$ cat src/common/obcal_pkg.sv
package obcal_pkg;
    // Register byte offsets on the APB bus.
    localparam logic [11:0] OFF_CTRL = 12'h000;
    localparam logic [11:0] OFF_FILTER = 12'h004;
    localparam logic [11:0] OFF_TARGET = 12'h008;
    localparam logic [11:0] OFF_LIMITS = 12'h00c;
    localparam logic [11:0] OFF_GAIN = 12'h010;
    localparam logic [11:0] OFF_FINE = 12'h014;
    localparam logic [11:0] OFF_COARSE = 12'h018;
    localparam logic [11:0] OFF_STATUS = 12'h01c;
    // Control register bit positions.
    localparam int CTRL_SWRST = 0;
    localparam int CTRL_PDN = 1;
    localparam int CTRL_DIRECT = 2;
    localparam int CTRL_SOF = 3;
    localparam int CTRL_FRAME = 4;
    // Filter register: weight shift in [3:0], pixel count exponent in [6:4].
    localparam int FLT_WSH_LSB = 0;
    localparam int FLT_NPIX_LSB = 4;
    localparam logic [3:0] WSH_MAX = 4'h8;
    localparam logic [2:0] NPIX_MAX = 3'h6;
    // Limits register: cold limit [9:0], hot limit [25:16].
    localparam int LIM_HOT_LSB = 16;
    // Reset values.
    localparam logic [9:0] TARGET_RST = 10'h040;
    localparam logic [9:0] HOT_RST = 10'h3ff;
    localparam logic [9:0] COLD_RST = 10'h000;
    localparam logic [3:0] WSH_RST = 4'h0;
    localparam logic [2:0] NPIX_RST = 3'h0;
    localparam logic [9:0] GAIN_RST = 10'h000;
    localparam logic [8:0] FINE_RST = 9'h000;
    localparam logic [7:0] COARSE_RST = 8'h00;
    localparam logic signed [10:0] FINE_RANGE = 11'sh0ff;
    // Gain code thresholds for the coarse step multiplier.
    localparam logic [9:0] GAIN_T1 = 10'h080;
    localparam logic [9:0] GAIN_T2 = 10'h0c0;
    localparam logic [9:0] GAIN_T3 = 10'h100;

    typedef struct packed {
        logic swrst;
        logic pdn;
        logic direct;
        logic sof;
        logic frame_start;
    } obcal_ctrl_t;

    typedef enum logic [1:0] {ST_IDLE, ST_ACC, ST_UPD} obcal_state_t;
endpackage

$ cat src/hw/obcal_top.sv
`timescale 1ns/1ns
`default_nettype none
// Summary of operation
// - Reset pin restores every register default.
// - Power-on reset needs the reset pin held low at power.
// - Software reset bit resets the device.
// - Standby pin low holds low-power state.
// - Power-down bit also forces standby.
// - Registers stay writable during standby.
// - Strobe falling starts a calibration cycle.
// - Average black, compare target, trim fine.
// - Beyond 255 codes use coarse and fine.
// - Coarse steps one unit opposite offset sign.
// - Coarse step equals n fine codes, n from 4 down to 1 as gain rises.
// - Weighted rolling average, weight down to 1/256.
// - Out-of-limit pixel after a line's first replaced by previous pixel.
// - Frame-start mode: no limits, weight one.
// - Black pixels per line are one to 64, a power of two.
// - Auto resumes from current DAC contents.
module obcal_top (
    // Clock and reset.
    input wire logic clock,
    input wire logic rst_n,
    // APB slave.
    input wire logic psel,
    input wire logic penable,
    input wire logic pwrite,
    input wire logic [11:0] paddr,
    input wire logic [31:0] pwdata,
    output logic [31:0] prdata,
    output logic pready,
    output logic pslverr,
    // CCD timing and converter data.
    input wire logic black_clamp_strobe_n,
    input wire logic conversion_clock,
    input wire logic [9:0] adc_data,
    input wire logic low_power_request_n,
    // Analog controls.
    output logic standby,
    output logic [8:0] fine_offset_dac,
    output logic [7:0] coarse_offset_dac
);

    logic soft_rst_r;
    obcal_pkg::obcal_ctrl_t ctrl_r;
    logic [3:0] wsh_r;
    logic [2:0] npix_r;
    logic [9:0] target_r;
    logic [9:0] hot_r;
    logic [9:0] cold_r;
    logic [9:0] gain_r;
    logic [8:0] fine_r;
    logic [7:0] coarse_r;
    logic [19:0] avg_r;
    logic [15:0] sum_r;
    logic [6:0] cnt_r;
    logic [9:0] prev_r;
    logic strobe_d_r;
    logic clk_d_r;
    logic first_line_r;
    logic quick_r;
    logic busy_r;
    obcal_pkg::obcal_state_t state_r;

    // Internal reset joins the pin with the one-cycle software reset pulse.
    // Power-on is covered by the pin, which a supervisor holds low at power.
    logic int_rst_n;
    assign int_rst_n = rst_n & ~soft_rst_r;

    logic wr;
    logic rd;
    assign wr = psel & penable & pwrite & pready;
    assign rd = psel & ~penable & ~pwrite;

    function automatic logic [2:0] coarse_mult(input logic [9:0] g);
        if (g < obcal_pkg::GAIN_T1) coarse_mult = 3'h4;
        else if (g < obcal_pkg::GAIN_T2) coarse_mult = 3'h3;
        else if (g < obcal_pkg::GAIN_T3) coarse_mult = 3'h2;
        else coarse_mult = 3'h1;
    endfunction

    // The residue saturates rather than wrapping while the coarse DAC
    // walks one step per line toward the target.
    function automatic logic [8:0] fine_clamp(input logic signed [11:0] v);
        if (v > obcal_pkg::FINE_RANGE)
            fine_clamp = 9'(obcal_pkg::FINE_RANGE);
        else if (v < -obcal_pkg::FINE_RANGE)
            fine_clamp = 9'(-obcal_pkg::FINE_RANGE);
        else
            fine_clamp = 9'(v);
    endfunction

    // Software reset is itself cleared by the pin only, so it lasts a cycle.
    always_ff @(posedge clock or negedge rst_n) begin
        if (!rst_n) begin
            soft_rst_r <= 1'b0;
        end else begin
            soft_rst_r <= wr && paddr == obcal_pkg::OFF_CTRL
                && pwdata[obcal_pkg::CTRL_SWRST];
        end
    end

    // Configuration registers; writes never look at standby.
    always_ff @(posedge clock or negedge int_rst_n) begin
        if (!int_rst_n) begin
            ctrl_r <= '0;
            wsh_r <= obcal_pkg::WSH_RST;
            npix_r <= obcal_pkg::NPIX_RST;
            target_r <= obcal_pkg::TARGET_RST;
            hot_r <= obcal_pkg::HOT_RST;
            cold_r <= obcal_pkg::COLD_RST;
            gain_r <= obcal_pkg::GAIN_RST;
        end else if (wr) begin
            case (paddr)
                obcal_pkg::OFF_CTRL: begin
                    ctrl_r.pdn <= pwdata[obcal_pkg::CTRL_PDN];
                    ctrl_r.direct <= pwdata[obcal_pkg::CTRL_DIRECT];
                    ctrl_r.sof <= pwdata[obcal_pkg::CTRL_SOF];
                    ctrl_r.frame_start <= pwdata[obcal_pkg::CTRL_FRAME];
                end
                obcal_pkg::OFF_FILTER: begin
                    wsh_r <= (pwdata[3:0] > obcal_pkg::WSH_MAX)
                        ? obcal_pkg::WSH_MAX : pwdata[3:0];
                    npix_r <= (pwdata[6:4] > obcal_pkg::NPIX_MAX)
                        ? obcal_pkg::NPIX_MAX : pwdata[6:4];
                end
                obcal_pkg::OFF_TARGET: target_r <= pwdata[9:0];
                obcal_pkg::OFF_LIMITS: begin
                    cold_r <= pwdata[9:0];
                    hot_r <= pwdata[25:16];
                end
                obcal_pkg::OFF_GAIN: gain_r <= pwdata[9:0];
                default: begin
                end
            endcase
        end else if (ctrl_r.frame_start && quick_r) begin
            ctrl_r.frame_start <= 1'b0;
        end
    end

    always_ff @(posedge clock or negedge int_rst_n) begin
        if (!int_rst_n) begin
            standby <= 1'b0;
        end else begin
            standby <= ~low_power_request_n | ctrl_r.pdn;
        end
    end

    // Edge detection on the strobe and conversion clock.
    always_ff @(posedge clock or negedge int_rst_n) begin
        if (!int_rst_n) begin
            strobe_d_r <= 1'b1;
            clk_d_r <= 1'b0;
        end else begin
            strobe_d_r <= black_clamp_strobe_n;
            clk_d_r <= conversion_clock;
        end
    end

    logic strobe_fall;
    logic sample_en;
    assign strobe_fall = strobe_d_r & ~black_clamp_strobe_n;
    assign sample_en = conversion_clock & ~clk_d_r;

    // Pixel conditioning: a defective pixel after a line's first repeats the previous pixel's value.
    logic [9:0] pix;
    logic in_lim;
    assign in_lim = adc_data <= hot_r && adc_data >= cold_r;
    assign pix = (in_lim || quick_r || cnt_r == 7'h00)
        ? adc_data : prev_r;

    logic [6:0] npix_total;
    assign npix_total = 7'(7'h01 << npix_r);

    // Rolling filter: avg holds the black level with 10 fraction bits.
    logic [9:0] line_avg;
    logic [19:0] line_fx;
    logic [3:0] wsh_eff;
    logic signed [21:0] avg_diff;
    logic [19:0] avg_new;
    assign line_avg = 10'(sum_r >> npix_r);
    assign line_fx = {line_avg, 10'h000};
    assign wsh_eff = quick_r ? 4'h0 : wsh_r;
    assign avg_diff = $signed({2'b00, line_fx}) - $signed({2'b00, avg_r});
    assign avg_new = 20'($signed({2'b00, avg_r}) + (avg_diff >>> wsh_eff));

    // Error of the filtered black level against the target.
    logic signed [11:0] err;
    logic signed [11:0] fine_next;
    logic signed [8:0] fine_s;
    assign fine_s = $signed(fine_r);
    assign err = $signed({2'b00, avg_new[19:10]}) - $signed({2'b00, target_r});
    assign fine_next = 12'(fine_s) - err;

    always_ff @(posedge clock or negedge int_rst_n) begin
        if (!int_rst_n) begin
            state_r <= obcal_pkg::ST_IDLE;
            sum_r <= '0;
            cnt_r <= '0;
            prev_r <= '0;
            avg_r <= {obcal_pkg::TARGET_RST, 10'h000};
            first_line_r <= 1'b1;
            quick_r <= 1'b0;
            busy_r <= 1'b0;
        end else begin
            case (state_r)
                obcal_pkg::ST_IDLE: begin
                    busy_r <= 1'b0;
                    if (strobe_fall && !ctrl_r.direct && !standby) begin
                        state_r <= obcal_pkg::ST_ACC;
                        sum_r <= '0;
                        cnt_r <= '0;
                        busy_r <= 1'b1;
                        quick_r <= ctrl_r.sof
                            && (first_line_r || ctrl_r.frame_start);
                        first_line_r <= 1'b0;
                    end
                end
                obcal_pkg::ST_ACC: begin
                    if (sample_en) begin
                        sum_r <= sum_r + 16'(pix);
                        prev_r <= pix;
                        cnt_r <= cnt_r + 7'h01;
                        if (cnt_r + 7'h01 == npix_total) begin
                            state_r <= obcal_pkg::ST_UPD;
                        end
                    end
                end
                obcal_pkg::ST_UPD: begin
                    avg_r <= quick_r ? line_fx : avg_new;
                    quick_r <= 1'b0;
                    state_r <= obcal_pkg::ST_IDLE;
                end
                default: state_r <= obcal_pkg::ST_IDLE;
            endcase
        end
    end

    // DAC registers: host writes in any mode, the loop when not in direct mode.
    // Leaving direct mode keeps both values as the loop's start.
    always_ff @(posedge clock or negedge int_rst_n) begin
        if (!int_rst_n) begin
            fine_r <= obcal_pkg::FINE_RST;
            coarse_r <= obcal_pkg::COARSE_RST;
        end else if (wr && paddr == obcal_pkg::OFF_FINE) begin
            fine_r <= pwdata[8:0];
        end else if (wr && paddr == obcal_pkg::OFF_COARSE) begin
            coarse_r <= pwdata[7:0];
        end else if (state_r == obcal_pkg::ST_UPD && !ctrl_r.direct) begin
            if (fine_next > obcal_pkg::FINE_RANGE) begin
                coarse_r <= coarse_r + 8'h01;
                fine_r <= fine_clamp(fine_next
                    - $signed(12'(coarse_mult(gain_r))));
            end else if (fine_next < -obcal_pkg::FINE_RANGE) begin
                coarse_r <= coarse_r - 8'h01;
                fine_r <= fine_clamp(fine_next
                    + $signed(12'(coarse_mult(gain_r))));
            end else begin
                fine_r <= 9'(fine_next);
            end
        end
    end

    always_ff @(posedge clock or negedge int_rst_n) begin
        if (!int_rst_n) begin
            fine_offset_dac <= obcal_pkg::FINE_RST;
            coarse_offset_dac <= obcal_pkg::COARSE_RST;
        end else begin
            fine_offset_dac <= fine_r;
            coarse_offset_dac <= coarse_r;
        end
    end

    // APB slave: zero wait states, read data registered in the setup cycle.
    always_ff @(posedge clock or negedge rst_n) begin
        if (!rst_n) begin
            prdata <= '0;
            pready <= 1'b0;
            pslverr <= 1'b0;
        end else begin
            pready <= psel & ~penable;
            pslverr <= 1'b0;
            if (rd) begin
                case (paddr)
                    obcal_pkg::OFF_CTRL: prdata <= {27'h0, ctrl_r.frame_start,
                        ctrl_r.sof, ctrl_r.direct, ctrl_r.pdn, 1'b0};
                    obcal_pkg::OFF_FILTER: prdata <= {25'h0, npix_r, wsh_r};
                    obcal_pkg::OFF_TARGET: prdata <= {22'h0, target_r};
                    obcal_pkg::OFF_LIMITS: prdata <= {6'h0, hot_r, 6'h0, cold_r};
                    obcal_pkg::OFF_GAIN: prdata <= {22'h0, gain_r};
                    obcal_pkg::OFF_FINE: prdata <= {23'h0, fine_r};
                    obcal_pkg::OFF_COARSE: prdata <= {24'h0, coarse_r};
                    obcal_pkg::OFF_STATUS: prdata <= {20'h0, avg_r[19:10],
                        standby, busy_r};
                    default: prdata <= 32'h0;
                endcase
            end
        end
    end

endmodule // obcal_top
`default_nettype wire

$ cat config.mk
export PLATFORM = sky130hd
export DESIGN_NAME = obcal_top
export DESIGN_NICKNAME = d
export VERILOG_FILES = /design/src/common/obcal_pkg.sv /design/src/hw/obcal_top.sv
export SDC_FILE = /design/constraint.sdc
export NUM_CORES = 1
export LEC_CHECK = 0
export BUFFER_PORTS_ARGS = -buffer_cell sky130_fd_sc_hd__buf_2
export CAP_MARGIN = 5
export CORE_UTILIZATION = 35
export CTS_CLUSTER_DIAMETER = 50
export DETAILED_ROUTE_END_ITERATION = 10
export PLACE_DENSITY = 0.62
export SYNTH_ARGS = -nofsm -noshare
export SYNTH_HDL_FRONTEND = slang
export SYNTH_SLANG_ARGS = --single-unit
$ cat constraint.sdc
create_clock -name clock -period 24.4 [get_ports clock]
set_input_delay 4.88 -clock clock [delete_from_list [all_inputs] [get_ports clock]]
set_output_delay 4.88 -clock clock [all_outputs]
set_load 0.01 [all_outputs]
# --- Word-level counts from Yosys, hierarchy flattened ---
# Cells that the tools add are included.
op_classes:
  n_addsub: 10
  n_lt_le_gt_ge: 13
  eq_ne: 15
  shifts: 3
  mux: 47
  bitwise_logic: 16
  reduce_logical: 37
op_table:
  columns: ["cell", "n"]
  rows:
  - ["one-hot mux 26 bit (8 select lines)", 1]
  - ["two-way mux 9 bit", 9]
  - ["== test 12 x 5 -> 1 bit (second input constant)", 4]
  - ["greater-than comparator 12 x 9 -> 1 bit (second input constant)", 3]
  - ["less-than comparator 12 x 9 -> 1 bit (second input constant)", 3]
  - ["two-way mux 3 bit", 11]
  - ["two-way mux 16 bit", 2]
  - ["two-way mux 8 bit", 4]
  - ["one-hot mux 16 bit (2 select lines)", 1]
  - ["== test 12 x 4 -> 1 bit (second input constant)", 2]
  - [">>> shifter 21 x 4 -> 20 bit", 1]
  - ["subtractor 20 x 20 -> 21 bit", 1]
  - ["adder 20 bit", 1]
  - ["less-than comparator 10 x 8 -> 1 bit (second input constant)", 2]
  - ["two-way mux 20 bit", 1]
  - ["AND reduction 2 bit", 10]
  - ["adder 16 x 10 -> 16 bit", 1]
  - ["right shift 16 x 3 -> 10 bit", 1]
  - ["two-way mux 7 bit", 2]
  - ["one-hot mux 7 bit (2 select lines)", 1]
  - ["adder 12 x 4 -> 12 bit", 1]
  - ["== test 12 x 3 -> 1 bit (second input constant)", 1]
  - ["logical NOT 12 bit", 1]
  - ["subtractor 12 x 4 -> 12 bit", 1]
  - ["other kinds (33)", 76]
totals:
  register_bits: 180
  in_bits: 62
  out_inout_bits: 52
  word_cells: 169

# --- Logic depth before layout (Yosys ltp) ---
# Gate-level depths: netlist of run 1.
logic_depth:
  depth_word: 21
  ltp_mapped: 54
  depth_no_buf: 51

# --- Least setup slack after synthesis of run 1 ---
# No wires, ideal clock.
synth_path:
  path_type: "reg2reg"
  startpoint: "register npix_r[1]"
  endpoint: "register coarse_r[7]"
  setup_time_ns: 0.126
  arrival_ns: 10.138
  required_ns: 24.274
  slack_ns: 14.136
  path_stages_with_launch: 49
  path_buffers: 2
  synth_period_minus_slack_ns: 10.264
  cell_sequence: "dfrtp_1 > buf_1 > clkbuf_1 > mux4_2 > nor2_1 > a21oi_1 > ha_1 > a41o_1 > a221o_1 > a31o_4 > xor2_1 > a21oi_1 > mux4_2 > o21ai_0 > ha_1 > inv_1 > fa_1 > nor2b_1 > (+13 left out) > a21o_1 > xnor2_1 > ha_1 > a211o_1 > o21ai_2 > xnor2_1 > o31ai_2 > ha_1 > a21o_1 > a21oi_1 > o21bai_1 > a21oi_1 > o21bai_1 > a21oi_1 > xnor2_1 > nand3_1 > mux2i_1 > a221o_1"
synth_via:
  elab_chain_cells: 10
  elab_cells_between_ends: 13
  classes_between: "add/sub (4); order compare (2); shift (2); mux (3); reduce/logical (2)"
synth_lines:
  columns: ["element", "line", "text"]
  rows:
  - ["from (decl)", "obcal_top.sv:47", "logic [2:0] npix_r;"]
  - ["from (signal assigned)", "obcal_top.sv:108", "npix_r <= obcal_pkg::NPIX_RST;"]
  - ["from (signal assigned)", "obcal_top.sv:124", "npix_r <= (pwdata[6:4] > obcal_pkg::NPIX_MAX)"]
  - ["right shift 16 x 3 -> 10 bit *", "obcal_top.sv:181", "assign line_avg = 10'(sum_r >> npix_r);"]
  - ["subtractor 20 x 20 -> 21 bit *", "obcal_top.sv:184", "assign avg_diff = $signed({2'b00, line_fx}) - $signed({2'b00, avg_r});"]
  - [">>> shifter 21 x 4 -> 20 bit *", "obcal_top.sv:185", "assign avg_new = 20'($signed({2'b00, avg_r}) + (avg_diff >>> wsh_eff));"]
  - ["adder 20 bit *", "obcal_top.sv:185", null]
  - ["subtractor 10 x 10 -> 11 bit *", "obcal_top.sv:192", "assign err = $signed({2'b00, avg_new[19:10]}) - $signed({2'b00, target_r});"]
  - ["subtractor 9 x 11 -> 12 bit *", "obcal_top.sv:193", "assign fine_next = 12'(fine_s) - err;"]
  - ["greater-than comparator 12 x 9 -> 1 bit", "obcal_top.sv:250", "if (fine_next > obcal_pkg::FINE_RANGE) begin"]
  - ["two-way mux 8 bit", "obcal_top.sv:250", null]
  - ["two-way mux 8 bit", "obcal_top.sv:249", "end else if (state_r == obcal_pkg::ST_UPD && !ctrl_r.direct) begin"]
  - ["two-way mux 8 bit", "obcal_top.sv:247", "end else if (wr && paddr == obcal_pkg::OFF_COARSE) begin"]
  - ["to (signal assigned)", "obcal_top.sv:248", "coarse_r <= pwdata[7:0];"]
  - ["to (signal assigned)", "obcal_top.sv:251", "coarse_r <= coarse_r + 8'h01;"]
  - ["to (signal assigned)", "obcal_top.sv:255", "coarse_r <= coarse_r - 8'h01;"]
  - ["to (decl)", "obcal_top.sv:53", "logic [7:0] coarse_r;"]
# Mark *: on every way between the ends. The rest lies on a longest branch, timed or not. The select of a mux whose other input is x is not followed.
# A chain may end at the register's enable or synchronous reset.

# --- Final worst setup path of run 1 ---
layout_path:
  startpoint: "register npix_r[0]"
  endpoint: "register coarse_r[7]"
# Same word-level chain as after synthesis.

==> impl_results.md, run 1 <==
- Drt drc: 0
- Post-route ant nets: 0
- Reg clk slew, reported paths: 0.07 ns
- CTS tree: yes
- Seq/Total Area, Yosys: around a third
- Total global routing overflow: 0
- Synth Cell Area: ~14,000 µm²
- Gr usage total: 21.0%
- Yosys top cell area share: 28.9%
- Share of cells above drive strength 1: between 10% and 20%
- Syn-to-layout area delta: 11.1%
- Req. time, crit path: 24.74 ns
- PnR worst setup slack: 11.74 ns
- CP peak stage delay: just under 1 ns
- Worst Hold Class: reg2reg
- Clock sink count: 170
- Die Ht: 199 µm
- CP Capture Type: register
- Vias per inst: 5.54
- Max Transition Viols Final: 0
- ANT cells: 0
- Vias in the first global route: approximately 12,000
- Fin crit period: 12.66 ns
- # IOs: 114
- Crit start category: register
- Ys Warns: 0
- FF+latch count, synth: 170
- Setup Buffers After CTS: 0
- Max_slew headroom: roughly a quarter
- Hold Fails Final Rpt: 0
- Setup WS pre-CTS: 11.94 ns
- Unrepaired setup endpoints after global routing: false
- Clk_lat worst skew: 0.46 ns
- Initial antenna violation count: 0
- First-pass DRT Iterations: 8
- Core area: 37,800 µm²
- Critical Path Most Common Cell: a21oi_1
- PortBufs: 90
- CTS Hold Buffers Added: 0
- Full die area: 39,400 µm²
- Synth Area per Inst: between 8 and 9 µm²
- WP data arrival: 13.00 ns
- Crit Path Class: reg2reg
- Area contributors post-synth: dfrtp_1 29%, ha_1 9.2%, nand2_1 6.0%
- Most frequent cells in the layout: 218 x nand2_1, 156 x dfrtp_1, 138 x o21ai_0
- Slowest cell on crit path: dfrtp_1
- Global-route wire length before repair: 64,300 µm
- Post-CTS Resized: 0
- WL/cell: 18.7 µm
- Status: finished clean
- Max-cap viol count: 0
- TNS Setup: 0 ns
- Largest net degree at the start of global routing: 75
- Distinct cells, synth: 98
- Starting Density: 35.8%
- CTS H-tree depth: 4
- CP max FO: 26
- Cells after synthesis: about 1,600
- Root buffer cell: clkbuf_16
- Final GP Congestion: 0.878
- Asr flop ratio synth: 100%
- EDFF count, synth: 0
- Via count: 11,900
- Clock tree buffer depth: 2
- DP HPWL: between 30,000 and 40,000 µm
- Die span in x: 199 µm
- # setup viols final: 0
- DRT Wirelength: around 40,000 µm
- Tcrit/Tclk final: 51.9%
- Worst-margin pin slew: 1.14 ns
- CTS buffer count: 17
- Main synth FF type: dfrtp_1
- Iteration-0 DRC Markers: about 1,000
- Final nets: around 1,800
- Leading cell type in the layout, fill and taps excluded: nand2_1
- # rows: between 70 and 80
- FMAX: 79.0 MHz
- Clock skew: 0.00966 ns
- Leading area contributor after synthesis: dfrtp_1
## cell families after synthesis
group                    share of synthesized area [%]
AO/OA/AOI/OAI                                     20.7
XOR/XNOR                                          4.97
adder cells (fa/ha/maj)                           10.2
buffers and inverters                             5.16
flip-flops                                        31.6
multiplexers                                      8.87
other                                           0.0277
AND/OR/NAND/NOR                                   18.5
## registers in the layout, summed over array words and instances, names as in the netlist, 7 cells and up
| signal | cells |
|---|---|
| prdata | 22 |
| avg_r | 20 |
| sum_r | 16 |
| cold_r | 10 |
| gain_r | 10 |
| hot_r | 10 |
| prev_r | 10 |
| target_r | 10 |
| fine_offset_dac | 9 |
| fine_r | 9 |
| coarse_offset_dac | 8 |
| coarse_r | 8 |
| cnt_r | 7 |
## synthesized netlist by cell type (8+ instances only)
cell and instances:
ha_1 99, o22ai_1 10, o21ai_1 8, nor4_1 9
a21oi_1 88, a211oi_1 11, mux2_2 46, a31oi_1 17
nor2_1 97, nand4_1 14, inv_1 88, nand2b_1 25
dfrtp_1 156, and3_1 12, nand3_1 48, o21bai_1 12
xor2_1 20, nand2_1 218, clkbuf_1 59, buf_4 12
nor2b_1 20, mux4_2 12, nor3_1 24, or2_2 8
xnor2_1 53, a22o_1 12, a21o_1 30, mux2i_1 31
a22oi_1 15, dfstp_2 14, o211ai_1 12, o21ai_0 138
## worst max-delay path, delay by kind of cell, from the launching register on
kind            cells  cell delay [ns]
mux                 4             1.27
compound gates     26             6.27
simple gates        4             0.46
flops               1             0.97
buf+inv             1             0.37
xor+xnor            5             1.24
fa+ha+maj           6             1.95
## final timing paths
check	cells past startpoint	end	from	slack [ns]
worst max-delay path	46	coarse_r[7]	npix_r[0]	11.74
worst min-delay path	2	prdata[20]	prdata[20]	0.46
worst max register to register	46	coarse_r[7]	npix_r[0]	11.74
worst min register to register	2	prdata[20]	prdata[20]	0.46
max in group asynchronous	4	fine_offset_dac[2]	rst_n	17.03
min in group asynchronous	1	ctrl_r[1]	soft_rst_r	0.52
## through the flow
step	std cells	hold WS [ns]	utilization [%]	area (µm²)
2_1_floorplan	1586	0.390	-	13600
3_3_place_gp	2119	0.447	38.1	14400
3_5_place_dp	2119	0.450	38.1	14400
4_1_cts	2151	0.466	39.7	15000
5_1_grt	2151	0.499	39.7	15000
6_report	2151	0.462	39.7	15000
## layer usage
layer  GRT usage, %  part of all wire (%)
met1           28.9                    47
met2           34.3                    47
met3           2.73                   4.5
met4           5.58                   1.8
met5              0                     0
## cell type report
class	instances	area, µm²
Fill cell	3892	22800
Multi-Input combinational cell	1244	8610
Sequential cell	170	4270
Tap cell	511	639
Timing Repair Buffer	105	563
Clock buffer	17	425
Inverter	89	334
Clock inverter	15	183
Power of run 1 is not shown: default switching activity piles up to over one toggle a cycle in this logic, so the estimate is an artifact.
==> inputs of run 2 (changes only) <==
PLACE_DENSITY = 0.64   (was 0.62)
clock period = 11.5 ns   (was 24.4 ns; I/O delays follow)
==> run 2 against run 1 <==
Maximum frequency is 17% higher. Die area stayed put. Global-route usage is 0.59 points lower. Worst setup slack worse by 11 ns. Clock skew is 0.0076 ns higher. Sequential share of layout area is 0.21 points lower. Utilization is 0.34 points higher. Clock-buffer cell count is 1 higher. Cell count is 0.56% higher. Worst hold slack worse by 0.15 ns. Cell area is 0.85% higher. Critical endpoint unchanged.
==> impl_results.md, run 2 (synthesized netlist as in run 1, its figures left out) <==
- Critical Path Most Common Cell: a21oi_1
- Worst-margin pin slew: 1.14 ns (+0.00158 ns)
- Highest Signal Layer: met4
- Core area: 37,800 µm² (unchanged)
- R2R Path End: coarse_r[7]
- Clock sink count: 170 (unchanged)
- Largest registers: prdata x22, avg_r x20, sum_r x16
- Vias per inst: 5.50 (-0.78%)
- Most flops, register: prdata
- FMAX: 92.3 MHz (+17%)
- Wire length on met3: 1680 µm (-7.5%)
- # setup viols final: 0 (unchanged)
- Req. time, crit path: 11.84 ns (-12.90 ns)
- Hold Fails Final Rpt: 0 (unchanged)
- # IOs: 114 (unchanged)
- PortBufs: 90 (unchanged)
- Hold slack: 0.311 ns (-0.150 ns)
- Crit Path Class: reg2reg
- Slowest cell on crit path: dfrtp_4
- First-pass DRT Iterations: 5 (-3)
- # rows: 71 (unchanged)
- Final Cell Area: 15,200 µm² (+0.85%)
- Gr usage total: 20.4% (-0.59 points)
- Fin crit period: 10.83 ns (-1.82 ns)
- Clock skew: 0.0172 ns (+0.00758 ns)
- Largest net degree at the start of global routing: 76 (+1.3%)
- Crit start category: register
- Share of cells above drive strength 1: 16.5% (+0.98 points)
- Total global routing overflow: 0 (unchanged)
- Clock tree buffer depth: 2 (unchanged)
- Max_slew headroom: 23.7% (-0.11 points)
- Status: finished clean
- Max-cap viol count: 0 (unchanged)
- Drt drc: 0 (unchanged)
- Flop-to-flop setup slack: 0.67 ns (-11.08 ns)
- CTS H-tree depth: 4 (unchanged)
- CP max FO: 16 (-38%)
- Worst Hold Class: reg2async
- CTS tree: yes
- Syn-to-layout area delta: 12.0%
- CTS buffer count: 17 (unchanged)
- Clk_lat worst skew: 0.45 ns (about the same)
- Reg2reg path depth: 50 (+8.7%)
- Max Transition Viols Final: 0 (unchanged)
- Launch point of the worst path: npix_r[0]
- Initial antenna violation count: 0 (unchanged)
- DP HPWL: 29,800 µm (-0.85%)
- Final GP Congestion: 0.929 (+5.8%)
- Die span in x: 199 µm (unchanged)
- Root buffer cell: clkbuf_16
- Cell Area, Placed: 14,500 µm² (+0.36%)
- Leading cell type in the layout, fill and taps excluded: nand2_1
- WP data arrival: 11.17 ns (-1.83 ns)
- Global-route wire length before repair: 62,200 µm (-3.3%)
- Die Ht: 199 µm (unchanged)
- Most frequent cells in the layout: 218 x nand2_1, 154 x dfrtp_1, 136 x o21ai_0
- Met2 wire length: 18,500 µm (-1.9%)
- FF-to-FF Start: npix_r[0]
- Largest register FFs: 22 (unchanged)
- Full die area: 39,400 µm² (unchanged)
- Finished Core Util: 40.0% (+0.34 points)
- Reg clk slew, reported paths: 0.07 ns (about the same)
- Vias in the first global route: 11,200 (-2.4%)
- Starting Density: 35.8% (unchanged)
- Tcrit/Tclk final: 94.2% (+42 points)
- CP Capture Type: register
- Final nets: 1,807 (+0.67%)
- WL/cell: 18.2 µm (-2.7%)
- Post-route ant nets: 0 (unchanged)
- ANT cells: 0 (unchanged)
- Iteration-0 DRC Markers: 865 (-14%)
- CP peak stage delay: 0.58 ns (-0.39 ns)
- Via count: 11,900 (-0.23%)
- DRT Wirelength: 39,400 µm (-2.1%)
- M1 WL: 18,500 µm (-1.9%)
[run 2: changes by cell type in the layout (fill, tap and decap cells not counted), moves of 2 or more]
| cell | previous run | this run |
|---|---|---|
| buf_4 | 15 | 27 |
| a21oi_2 | 2 | 5 |
| a21oi_1 | 88 | 85 |
| dfrtp_1 | 156 | 154 |
| o21ai_0 | 138 | 136 |
| o21ai_1 | 8 | 10 |
[run 2: layout make-up]
cell class              count  area, µm²
fillers                  3873      22700
multi-input cells        1244       8630
flip-flops and latches    170       4280
repair buffers            117        653
well taps                 511        639
clock buffers              18        439
inverters                  89        334
clock inverters            14        183
[run 2: what timing repair did]
action,in CTS,in global routing
hold endpoints to repair,0,0
hold buffers,0,0
setup buffers,0,5
gates resized for setup,0,9
endpoints found under the setup margin,0,8
[run 2: how the worst max path moves through the flow]
stage                             end  slack (ns)  cells past startpoint
after CTS                 coarse_r[7]        0.21                     46
after global routing      coarse_r[7]       -0.07                     47
after detailed placement  coarse_r[7]        0.31                     46
after global placement    coarse_r[7]        0.44                     46
after floorplan              avg_r[0]        0.22                      1
final                     coarse_r[7]        0.67                     50
[run 2: through the flow]
stage	std cells	setup TNS [ns]	setup slack [ns]
2_1_floorplan	1586	0	0.223
3_3_place_gp	2126	0	0.436
3_5_place_dp	2126	0	0.313
4_1_cts	2158	0	0.210
5_1_grt	2163	-0.0694	-0.0694
6_report	2163	0	0.668
[run 2: per-layer routing]
metal / vias to the layer above / GRT usage, %
met1: 5802 / 28.6
met4: 0 / 5.67
met3: 45 / 2.20
met5: - / 0
li1: 5758 / -
met2: 286 / 32.9
[run 2: worst max-delay path, delay by kind of cell, from the launching register on]
family	cells	cell delay, ns
AO/OA/AOI/OAI	26	5.13
adder cells (fa/ha/maj)	5	1.34
multiplexers	4	1.26
AND/OR/NAND/NOR	6	0.86
XOR/XNOR	5	0.79
buffers and inverters	4	0.74
flip-flops	1	0.58
Power of run 2 is left out for the same reason.
